## config.mk

```make
export PLATFORM = sky130hd
export DESIGN_NAME = olc_core
export DESIGN_NICKNAME = d
export VERILOG_FILES = /design/src/verilog/olc_pkg.sv /design/src/verilog/olc_div.sv /design/src/verilog/olc_hist_mem.sv /design/src/verilog/olc_core.sv
export SDC_FILE = /design/constraint.sdc
export NUM_CORES = 1
export LEC_CHECK = 0
export BUFFER_PORTS_ARGS = -buffer_cell sky130_fd_sc_hd__clkbuf_2
export CORE_AREA = 2 2 151 183
export DETAILED_ROUTE_END_ITERATION = 8
export DIE_AREA = 0 0 153 185
export HOLD_SLACK_MARGIN = 0.02
export PLACE_DENSITY = 0.77
export SYNTH_ARGS = -nofsm -noshare
export SYNTH_HDL_FRONTEND = slang
export SYNTH_HIERARCHICAL = 1
export SYNTH_SLANG_ARGS = --single-unit
```

## constraint.sdc

```tcl
create_clock -name clk_i -period 4.99 [get_ports clk_i]
set_clock_uncertainty 0.2 [all_clocks]
set_input_delay 0.2495 -clock clk_i [delete_from_list [all_inputs] [get_ports clk_i]]
set_output_delay 0.2495 -clock clk_i [all_outputs]
set_load 0.02 [all_outputs]
```

## src/verilog/olc_pkg.sv

```systemverilog
package olc_pkg;

    // Overload content: percent in the integer byte, 16 fraction bits
    localparam int OL_FRAC = 16;
    localparam logic [7:0] PCT_FULL = 8'h64;
    localparam logic [23:0] OL_FULL = 24'h640000;

    // Setting limits and reset values
    localparam logic [13:0] COOL_MIN = 14'h000A;
    localparam logic [13:0] COOL_MAX = 14'h270F;
    localparam logic [13:0] COOL_RST = 14'h012C;
    localparam logic [6:0] ALARM_MIN = 7'h01;
    localparam logic [6:0] ALARM_MAX = 7'h64;
    localparam logic [6:0] ALARM_RST = 7'h5A;
    localparam logic [6:0] LOCK_MIN = 7'h01;
    localparam logic [6:0] LOCK_MAX = 7'h63;
    localparam logic [6:0] LOCK_RST = 7'h0F;

    // Sample tick and decay scaling
    localparam int CLK_HZ = 25000000;
    localparam int TICK_MS = 100;
    localparam int TICK_CYCLES_DEF = CLK_HZ / 1000 * TICK_MS;
    localparam int TENTH_MIN_MS = 6000;
    localparam int DECAY_EXP = 5;
    localparam int DEN_MULT = TENTH_MIN_MS / (DECAY_EXP * TICK_MS);

    // Start history
    localparam int HIST_DEPTH = 4;
    localparam logic [2:0] HIST_FULL = 3'h4;
    localparam int AVG_SHIFT = 2;
    localparam int SAFETY_SHIFT = 2;

    // Register offsets
    localparam logic [7:0] A_COOL = 8'h00;
    localparam logic [7:0] A_ALARM = 8'h04;
    localparam logic [7:0] A_LOCK = 8'h08;
    localparam logic [7:0] A_CTRL = 8'h0C;
    localparam logic [7:0] A_STATUS = 8'h10;
    localparam logic [7:0] A_INT_STAT = 8'h14;
    localparam logic [7:0] A_INT_MASK = 8'h18;

    // Control bits
    localparam int CTRL_AUTO = 0;
    localparam int CTRL_RELAY = 1;

    // Status fields
    localparam int ST_PCT_LSB = 0;
    localparam int ST_ALARM = 8;
    localparam int ST_LOCK = 9;
    localparam int ST_FULL = 10;
    localparam int ST_STARTING = 11;
    localparam int ST_LVL_LSB = 16;

    // Interrupt bits
    localparam int INT_W = 4;
    localparam int IRQ_ALARM = 0;
    localparam int IRQ_LOCK = 1;
    localparam int IRQ_RELEASE = 2;
    localparam int IRQ_HIST = 3;

    typedef enum logic [2:0] {
        ST_IDLE = 3'b001,
        ST_DIV = 3'b010,
        ST_APPLY = 3'b100
    } olc_state_t;

    typedef struct packed {
        logic [7:0] addr;
        logic [31:0] wdata;
        logic we;
        logic re;
    } olc_bus_req_t;

    typedef struct packed {
        olc_state_t state;
        logic [21:0] tick_cnt;
        logic [23:0] content;
        logic [13:0] cool;
        logic [6:0] alarm_lvl;
        logic [6:0] lock_lvl;
        logic auto_sel;
        logic relay_en;
        logic alarm;
        logic lockout;
        logic [INT_W-1:0] int_stat;
        logic [INT_W-1:0] int_mask;
        logic [7:0] start_pct;
        logic starting;
        logic [9:0] hist_sum;
        logic [2:0] hist_cnt;
        logic [1:0] hist_ptr;
        logic [31:0] rdata;
        logic div_go;
    } olc_core_t;

    typedef struct packed {
        logic busy;
        logic done;
        logic [4:0] cnt;
        logic [18:0] rem;
        logic [23:0] quo;
    } olc_div_st_t;

    typedef struct packed {
        logic [3:0][7:0] mem;
        logic [7:0] rdata;
    } olc_mem_st_t;

endpackage

```

## src/verilog/olc_div.sv

```systemverilog
`timescale 1ns/1ps
// Serial restoring divider, one quotient bit per clock
module olc_div (
    // Clock and reset
    input wire logic clk_i,
    input wire logic rst_n_i,
    // Request
    input wire logic go_i,
    input wire logic [23:0] num_i,
    input wire logic [17:0] den_i,
    // Result
    output logic [23:0] quo_o,
    output logic done_o
);
    import olc_pkg::*;

    olc_div_st_t s_q, s_d;
    logic [18:0] trial;

    // One shift-subtract step per cycle while busy
    always_comb begin
        s_d = s_q;
        s_d.done = 1'b0;
        trial = {s_q.rem[17:0], s_q.quo[23]};
        if (go_i && !s_q.busy) begin
            s_d.busy = 1'b1;
            s_d.cnt = 5'h18;
            s_d.rem = 19'h00000;
            s_d.quo = num_i;
        end else if (s_q.busy) begin
            if (trial >= {1'b0, den_i}) begin
                s_d.rem = trial - {1'b0, den_i};
                s_d.quo = {s_q.quo[22:0], 1'b1};
            end else begin
                s_d.rem = trial;
                s_d.quo = {s_q.quo[22:0], 1'b0};
            end
            s_d.cnt = s_q.cnt - 5'h01;
            if (s_q.cnt == 5'h01) begin
                s_d.busy = 1'b0;
                s_d.done = 1'b1;
            end
        end
    end

    // State register
    always_ff @(posedge clk_i) begin
        if (!rst_n_i) begin
            s_q <= '0;
        end else begin
            s_q <= s_d;
        end
    end

    assign quo_o = s_q.quo;
    assign done_o = s_q.done;

endmodule

```

## src/verilog/olc_hist_mem.sv

```systemverilog
`timescale 1ns/1ps
// Four-entry start history with registered read
module olc_hist_mem (
    // Clock and reset
    input wire logic clk_i,
    input wire logic rst_n_i,
    // Write port
    input wire logic we_i,
    input wire logic [1:0] waddr_i,
    input wire logic [7:0] wdata_i,
    // Read port
    input wire logic [1:0] raddr_i,
    output logic [7:0] rdata_o
);
    import olc_pkg::*;

    olc_mem_st_t s_q, s_d;

    // Write and read of the array
    always_comb begin
        s_d = s_q;
        s_d.rdata = s_q.mem[raddr_i];
        if (we_i) begin
            s_d.mem[waddr_i] = wdata_i;
        end
    end

    // State register
    always_ff @(posedge clk_i) begin
        if (!rst_n_i) begin
            s_q <= '0;
        end else begin
            s_q <= s_d;
        end
    end

    assign rdata_o = s_q.rdata;

endmodule

```

## src/verilog/olc_core.sv

```systemverilog
`timescale 1ns/1ps
// Functional notes
// RULE1: Content held as percent, 0 to 100
// RULE2: Cooling time spans full to under 1%
// RULE3: Stopped motor decays exponentially, exponent 5t/T
// RULE4: Cooling time 1.0-999.9 min, reset 30.0
// RULE5: Alarm at programmed level, 1-100, default 90
// RULE6: Relay output follows alarm when configured
// RULE7: Trip locks out until below level 15
// RULE8: Auto level select, off or auto, off
// RULE9: Average last four good starts, integer math
// RULE10: Scale averaged consumption by 1.25
// RULE11: Auto release level is 100 minus scaled
// RULE12: Latch content when start command given
// RULE13: Record consumption only on reaching speed
// RULE14: Auto mode locks out below full content
// RULE15: Update and compare once per sample tick
module olc_core #(
    parameter int unsigned TICK_CYCLES = olc_pkg::TICK_CYCLES_DEF
) (
    // Clock and reset
    input wire logic clk_i,
    input wire logic rst_n_i,
    // Register port
    input olc_pkg::olc_bus_req_t bus_i,
    output logic [31:0] rdata_o,
    // Overload accumulator
    input wire logic [7:0] ol_acc_i,
    input wire logic trip_i,
    input wire logic run_i,
    // Start control
    input wire logic start_cmd_i,
    input wire logic up_to_speed_i,
    output logic start_permit_o,
    // Flags and relay
    output logic alarm_o,
    output logic alarm_relay_o,
    output logic lockout_o,
    output logic irq_o
);
    import olc_pkg::*;

    olc_core_t c_q, c_d;
    logic tick;
    logic [7:0] pct;
    logic [7:0] acc_pct;
    logic hist_full;
    logic [7:0] avg;
    logic [9:0] scaled;
    logic [7:0] auto_lvl;
    logic [7:0] release_lvl;
    logic [17:0] den;
    logic [23:0] quo;
    logic div_done;
    logic [23:0] step;
    logic [7:0] oldest;
    logic [7:0] used;
    logic rec;
    logic start_ok;
    logic [INT_W-1:0] ev;
    logic [INT_W-1:0] w1c;

    // Integer percent of a fixed-point content value
    function automatic logic [7:0] pct_of(input logic [23:0] v);
        pct_of = v[23:OL_FRAC];
    endfunction

    // Limit a written setting to its legal span
    function automatic logic [13:0] clamp(input logic [13:0] v,
                                          input logic [13:0] lo,
                                          input logic [13:0] hi);
        if (v < lo) begin
            clamp = lo;
        end else if (v > hi) begin
            clamp = hi;
        end else begin
            clamp = v;
        end
    endfunction

    // Decay step: content divided by 12 times cooling tenths
    olc_div u_div (
        .clk_i(clk_i),
        .rst_n_i(rst_n_i),
        .go_i(c_q.div_go),
        .num_i(c_q.content),
        .den_i(den),
        .quo_o(quo),
        .done_o(div_done)
    );

    // History of start consumption, oldest entry at the write pointer
    olc_hist_mem u_hist (
        .clk_i(clk_i),
        .rst_n_i(rst_n_i),
        .we_i(rec),
        .waddr_i(c_q.hist_ptr),
        .wdata_i(used),
        .raddr_i(c_q.hist_ptr),
        .rdata_o(oldest)
    );

    // Derived values
    assign tick = (c_q.tick_cnt == 22'(TICK_CYCLES - 1)); // RULE15
    assign pct = pct_of(c_q.content);
    assign acc_pct = (ol_acc_i > PCT_FULL) ? PCT_FULL : ol_acc_i; // RULE1
    assign den = 18'(c_q.cool) * 18'(DEN_MULT); // RULE2
    assign step = (quo == 24'h000000) ? 24'h000001 : quo;
    assign hist_full = (c_q.hist_cnt == HIST_FULL);
    assign avg = 8'(c_q.hist_sum >> AVG_SHIFT); // RULE9
    assign scaled = {2'b00, avg} + {2'b00, avg >> SAFETY_SHIFT}; // RULE10
    assign auto_lvl = (scaled >= 10'(PCT_FULL - 8'h01)) ? 8'h01 :
                      PCT_FULL - scaled[7:0]; // RULE11
    assign release_lvl = (c_q.auto_sel && hist_full) ? auto_lvl :
                         {1'b0, c_q.lock_lvl}; // RULE8
    assign start_ok = start_cmd_i && !c_q.lockout && !c_q.starting &&
                      !trip_i; // RULE7
    assign rec = c_q.starting && up_to_speed_i && !trip_i; // RULE13
    assign used = (pct > c_q.start_pct) ? pct - c_q.start_pct : 8'h00;
    assign w1c = (bus_i.we && bus_i.addr == A_INT_STAT) ?
                 bus_i.wdata[INT_W-1:0] : '0;

    // Next state of the whole block
    always_comb begin
        c_d = c_q;
        c_d.div_go = 1'b0;
        ev = '0;
        c_d.tick_cnt = tick ? 22'h000000 : c_q.tick_cnt + 22'h000001;

        // Content update and comparisons on the sample tick
        if (tick) begin
            if (run_i) begin
                c_d.content = {acc_pct, 16'h0000};
            end else if (c_q.content != 24'h000000 &&
                         c_q.state == ST_IDLE) begin
                c_d.div_go = 1'b1; // RULE3
                c_d.state = ST_DIV;
            end
            c_d.alarm = (pct >= {1'b0, c_q.alarm_lvl}); // RULE5
            ev[IRQ_ALARM] = c_d.alarm && !c_q.alarm;
            if (c_q.lockout && pct < release_lvl) begin
                c_d.lockout = 1'b0; // RULE7
                ev[IRQ_RELEASE] = 1'b1;
            end else if (c_q.auto_sel && hist_full && !run_i &&
                         !c_q.starting && pct >= auto_lvl) begin
                c_d.lockout = 1'b1; // RULE14
                ev[IRQ_LOCK] = !c_q.lockout;
            end
        end

        // Decay sequencing
        unique case (c_q.state)
            ST_IDLE: begin
            end
            ST_DIV: begin
                if (div_done) begin
                    c_d.state = ST_APPLY;
                end
            end
            ST_APPLY: begin
                if (!run_i) begin
                    c_d.content = (c_q.content > step) ?
                                  c_q.content - step : 24'h000000; // RULE3
                end
                c_d.state = ST_IDLE;
            end
        endcase

        // A trip locks out at once and aborts a start
        if (trip_i) begin
            c_d.lockout = 1'b1; // RULE7
            c_d.starting = 1'b0;
            ev[IRQ_LOCK] = !c_q.lockout;
        end

        // Start latch and history update
        if (start_ok) begin
            c_d.start_pct = pct; // RULE12
            c_d.starting = 1'b1;
        end else if (rec) begin
            c_d.starting = 1'b0;
            c_d.hist_ptr = c_q.hist_ptr + 2'h1;
            c_d.hist_sum = c_q.hist_sum + {2'b00, used} -
                           (hist_full ? {2'b00, oldest} : 10'h000); // RULE9
            if (!hist_full) begin
                c_d.hist_cnt = c_q.hist_cnt + 3'h1;
            end
            ev[IRQ_HIST] = 1'b1;
        end

        // Register writes
        if (bus_i.we) begin
            unique case (bus_i.addr)
                A_COOL: c_d.cool = clamp(bus_i.wdata[13:0],
                                         COOL_MIN, COOL_MAX); // RULE4
                A_ALARM: c_d.alarm_lvl = 7'(clamp({7'h00,
                    bus_i.wdata[6:0]}, 14'(ALARM_MIN), 14'(ALARM_MAX)));
                A_LOCK: c_d.lock_lvl = 7'(clamp({7'h00,
                    bus_i.wdata[6:0]}, 14'(LOCK_MIN), 14'(LOCK_MAX)));
                A_CTRL: begin
                    c_d.auto_sel = bus_i.wdata[CTRL_AUTO]; // RULE8
                    c_d.relay_en = bus_i.wdata[CTRL_RELAY];
                end
                A_INT_MASK: c_d.int_mask = bus_i.wdata[INT_W-1:0];
                default: begin
                end
            endcase
        end

        // Sticky events: a new event wins over a clear
        c_d.int_stat = (c_q.int_stat & ~w1c) | ev;

        // Register reads, data in the following cycle
        c_d.rdata = 32'h00000000;
        if (bus_i.re) begin
            unique case (bus_i.addr)
                A_COOL: c_d.rdata = {18'h00000, c_q.cool};
                A_ALARM: c_d.rdata = {25'h0000000, c_q.alarm_lvl};
                A_LOCK: c_d.rdata = {25'h0000000, c_q.lock_lvl};
                A_CTRL: c_d.rdata = {30'h00000000, c_q.relay_en,
                                     c_q.auto_sel};
                A_STATUS: begin
                    c_d.rdata[ST_PCT_LSB +: 8] = pct;
                    c_d.rdata[ST_ALARM] = c_q.alarm;
                    c_d.rdata[ST_LOCK] = c_q.lockout;
                    c_d.rdata[ST_FULL] = hist_full;
                    c_d.rdata[ST_STARTING] = c_q.starting;
                    c_d.rdata[ST_LVL_LSB +: 8] = release_lvl;
                end
                A_INT_STAT: c_d.rdata = {28'h0000000, c_q.int_stat};
                A_INT_MASK: c_d.rdata = {28'h0000000, c_q.int_mask};
                default: c_d.rdata = 32'h00000000;
            endcase
        end
    end

    // State register
    always_ff @(posedge clk_i) begin
        if (!rst_n_i) begin
            c_q <= '0;
            c_q.state <= ST_IDLE;
            c_q.cool <= COOL_RST; // RULE4
            c_q.alarm_lvl <= ALARM_RST; // RULE5
            c_q.lock_lvl <= LOCK_RST; // RULE7
            c_q.relay_en <= 1'b1;
        end else begin
            c_q <= c_d;
        end
    end

    // Outputs
    assign rdata_o = c_q.rdata;
    assign alarm_o = c_q.alarm;
    assign alarm_relay_o = c_q.alarm && c_q.relay_en; // RULE6
    assign lockout_o = c_q.lockout;
    assign start_permit_o = !c_q.lockout; // RULE7
    assign irq_o = |(c_q.int_stat & c_q.int_mask);
endmodule

```

==> metrics <==
GR Util All Layers=~25%; DR pass1 iterations=5; dpl hpwl=between 20000 and 30000 microns; Max Cap Viol=0; I/O pins=93; antenna-violating nets left=0; PortBufs=64; initial detailed-routing violation count=between 600 and 700; HP Class=input port to flip-flop; hold path depth=4; maximum root-to-sink buffer count=3; Remaining DRCs=0; proportion of layout cells with a drive suffix above 1=8.889%; Num CTS Buffers=25; die area=~28000 sq um; NetSw=just under 0.9 mW; Finish-stage setup viols=0; Fillers=about 2300; fin crit period=4747 ps; Die Span Y=~190 microns; Mapped Cells=roughly 1800; CP startpoint kind=flip-flop; fin crit share=between 90 and 100%; total negative setup slack=0 ps; n_diodes=0; vias in the first global route=approximately 13000; Comb power frac=under 10%; Yosys warnings=6; Critical Path Sink Type=flip-flop; post-synth cell types=85; CP Data Required Time=roughly 5200 ps; Final Wtd Congestion=a little under 0.9; core footprint=26670 sq um; status=completed; sequential share of power=between 40% and 50%; Placement Rows=66; global-route wire length before repair=between 60000 and 70000 microns; most frequent cells in the layout=224 x dfxtp_1, 202 x nand2_1, 161 x nor2_1; Arrival @ worst endpoint=around 5000 ps; H-tree depth=1; clock slew at reported path FFs=60 ps; P_int=3.065 mW; Seq/Total Area, Yosys=30.65%; Leak=between 7 and 8 nW; post-synth design cell area=roughly 15000 sq um; Post-synth EDFFs=0; via count=approximately 13000; syn_area_per_cell=just over 8 sq um; Final Max Slew Viols=0; PwrDens=~240 nW/um^2; Clock Latency Late Sink=550 ps; max_slew headroom=between 20% and 30%; asr flop ratio synth=0%; GR Overflow Total=0; crit-path cells=inv_1 -> ha_1 -> inv_1 -> fa_1 -> a21o_1 -> a21oi_2 -> o21bai_1 -> a21oi_2 -> nor2b_1 -> o21a_1 -> o22a_1 -> nand2_1 -> fa_1 -> inv_1 -> ha_1 -> a21o_1 -> a21oi_2 -> nor2b_1 -> o21a_1 -> o41a_1 -> a311oi_2 -> xnor2_1 -> a211oi_1; Finished Layout Cells=2185; worst vdd ir=about 0.00032 V; Final #Nets=~2000; initial antenna violation count=0; pin count of the biggest net entering global routing=100; Routed WL per cell=~17 microns; Least-Margin Pin Slew=around 1100 ps; highest achievable clock rate=around 210 MHz; placed cells=between 2000 and 2500; critical path class=flip-flop to flip-flop; Die W=153 microns; Yosys reg bits=between 200 and 250; reg2reg path depth=23; most common cell after layout, fill and taps aside=dfxtp_1; Avg Vias per Cell=~6; TritonCTS clock tree=built; final hold violation count=0; Starting Density=55.09%; Crit-path slowest cell=fa_1; Top FF cell, synth=dfxtp_1; crit path max fanout=2; routed wire length=36670 microns; Root Driver=clkbuf_16; Layout area overhead=10.43%; Switching Share=between 20% and 30%; max incr delay on CP=~430 ps; Clock Power Share=around half; clk sink count=~230
-- cells in the mapped netlist, types with 15 or more instances --
| library cell | instances | share of area [%] |
|---|---|---|
| a21oi_1 | 110 | 3.7 |
| buf_4 | 66 | 3.4 |
| a211oi_1 | 24 | 1.2 |
| nor2_1 | 161 | 4.1 |
| o21ai_0 | 72 | 2.5 |
| inv_1 | 124 | 3.2 |
| nor3_1 | 29 | 0.99 |
| nor4_1 | 18 | 0.77 |
| xor2_1 | 45 | 2.7 |
| dfxtp_1 | 225 | 31 |
| o22ai_1 | 15 | 0.64 |
| ha_1 | 111 | 9.5 |
| a21o_1 | 30 | 1.5 |
| nand3_1 | 38 | 1.3 |
| clkbuf_1 | 52 | 1.3 |
| a22oi_1 | 22 | 1.1 |
| and2_1 | 36 | 1.5 |
| nand2b_1 | 15 | 0.64 |
| and3_1 | 25 | 1.1 |
| mux2i_1 | 101 | 6.9 |
| nand2_1 | 202 | 5.2 |
| xnor2_1 | 46 | 2.7 |
-- per-layer routing --
layer	GRT usage [%]	share of wire, %	up-vias
met5	0	0	-
li1	-	-	6263
met3	3.182	4.8	92
met1	30.47	41	6089
met2	47.01	51	366
met4	8.741	3.1	0
-- worst max-delay path: cells and delay by family (launching register included) --
kind / cells / cell delay (ps)
compound gates: 12 / 2290
simple gates: 3 / 220
xor+xnor: 1 / 150
buf+inv: 3 / 230
fa+ha+maj: 4 / 1210
flops: 1 / 310
-- path summary, 6_finish.rpt --
path                                      startpoint                    end  slack (ps)
worst max register to register   c_q[113]$_SDFF_PN0_    avg[7]$_SDFFE_PN0P_         240
worst min-delay path                       bus_i[38]  rdata_o[4]$_SDFF_PN0_          80
worst min register to register  c_q[52]$_SDFFE_PN0P_   c_q[52]$_SDFFE_PN0P_         260
worst max-delay path             c_q[113]$_SDFF_PN0_    avg[7]$_SDFFE_PN0P_         240
-- power by group through the flow --
stage	clock [mW]	sequential (mW)	combinational, mW
3_5_place_dp	0	1.85	0.146
4_1_cts	1.99	1.81	0.166
3_3_place_gp	0	1.85	0.143
2_1_floorplan	0	1.85	0.102
5_1_grt	2.06	1.81	0.187
6_report	1.97	1.81	0.172
-- final cells by class --
cell class              instances  area [sq um]  area share [%]
clock buffers                  32         701.9           4.326
clock inverters                11         172.7           1.064
inverters                     124         465.4           2.868
multi-input cells            1325          9046           55.75
flip-flops and latches        225          4506           27.77
well taps                     340         425.4           2.622
repair buffers                128         909.6           5.606
-- sequential cells by signal (all words and copies together) (netlist names) --
name	flops
c_q	104
u_hist/s_q	32
u_div/quo_o	24
u_div/s_q	24
rdata_o	22
avg	8
u_hist/rdata_o	8
alarm_o	1
lockout_o	1
u_div/done_o	1
-- kinds of logic after synthesis --
group | after synthesis | share of synthesized area [%]
simple gates | 606 | 19.79
compound gates | 382 | 17.15
buf+inv | 258 | 8.447
flops | 225 | 30.65
fa+ha+maj | 124 | 11.22
mux | 106 | 7.263
xor+xnor | 91 | 5.424
other cells | 2 | 0.05111
-- metrics by stage --
| step | hold slack (ps) | instance area, sq um | power, mW | worst slack [ps] | utilization (%) |
|---|---|---|---|---|---|
| after floorplan | 190.0 | 14740 | 1.949 | 33.09 | - |
| after global placement | 238.2 | 14880 | 1.992 | 185.6 | 55.78 |
| after detailed placement | 249.8 | 14880 | 1.995 | 36.28 | 55.78 |
| after CTS | 41.38 | 16120 | 3.965 | 9.421 | 60.45 |
| after global routing | 92.64 | 16230 | 4.059 | -57.33 | 60.84 |
| final | 77.44 | 16230 | 3.949 | 242.6 | 60.84 |
-- timing repair --
item                                    in CTS  in global routing
endpoints found under the setup margin       0                 21
gates resized for setup                      0                  9
endpoints found under the hold margin       54                  0
setup buffers                                0                  5
hold buffers                                37                  0
(Power assumes the default switching activity.)
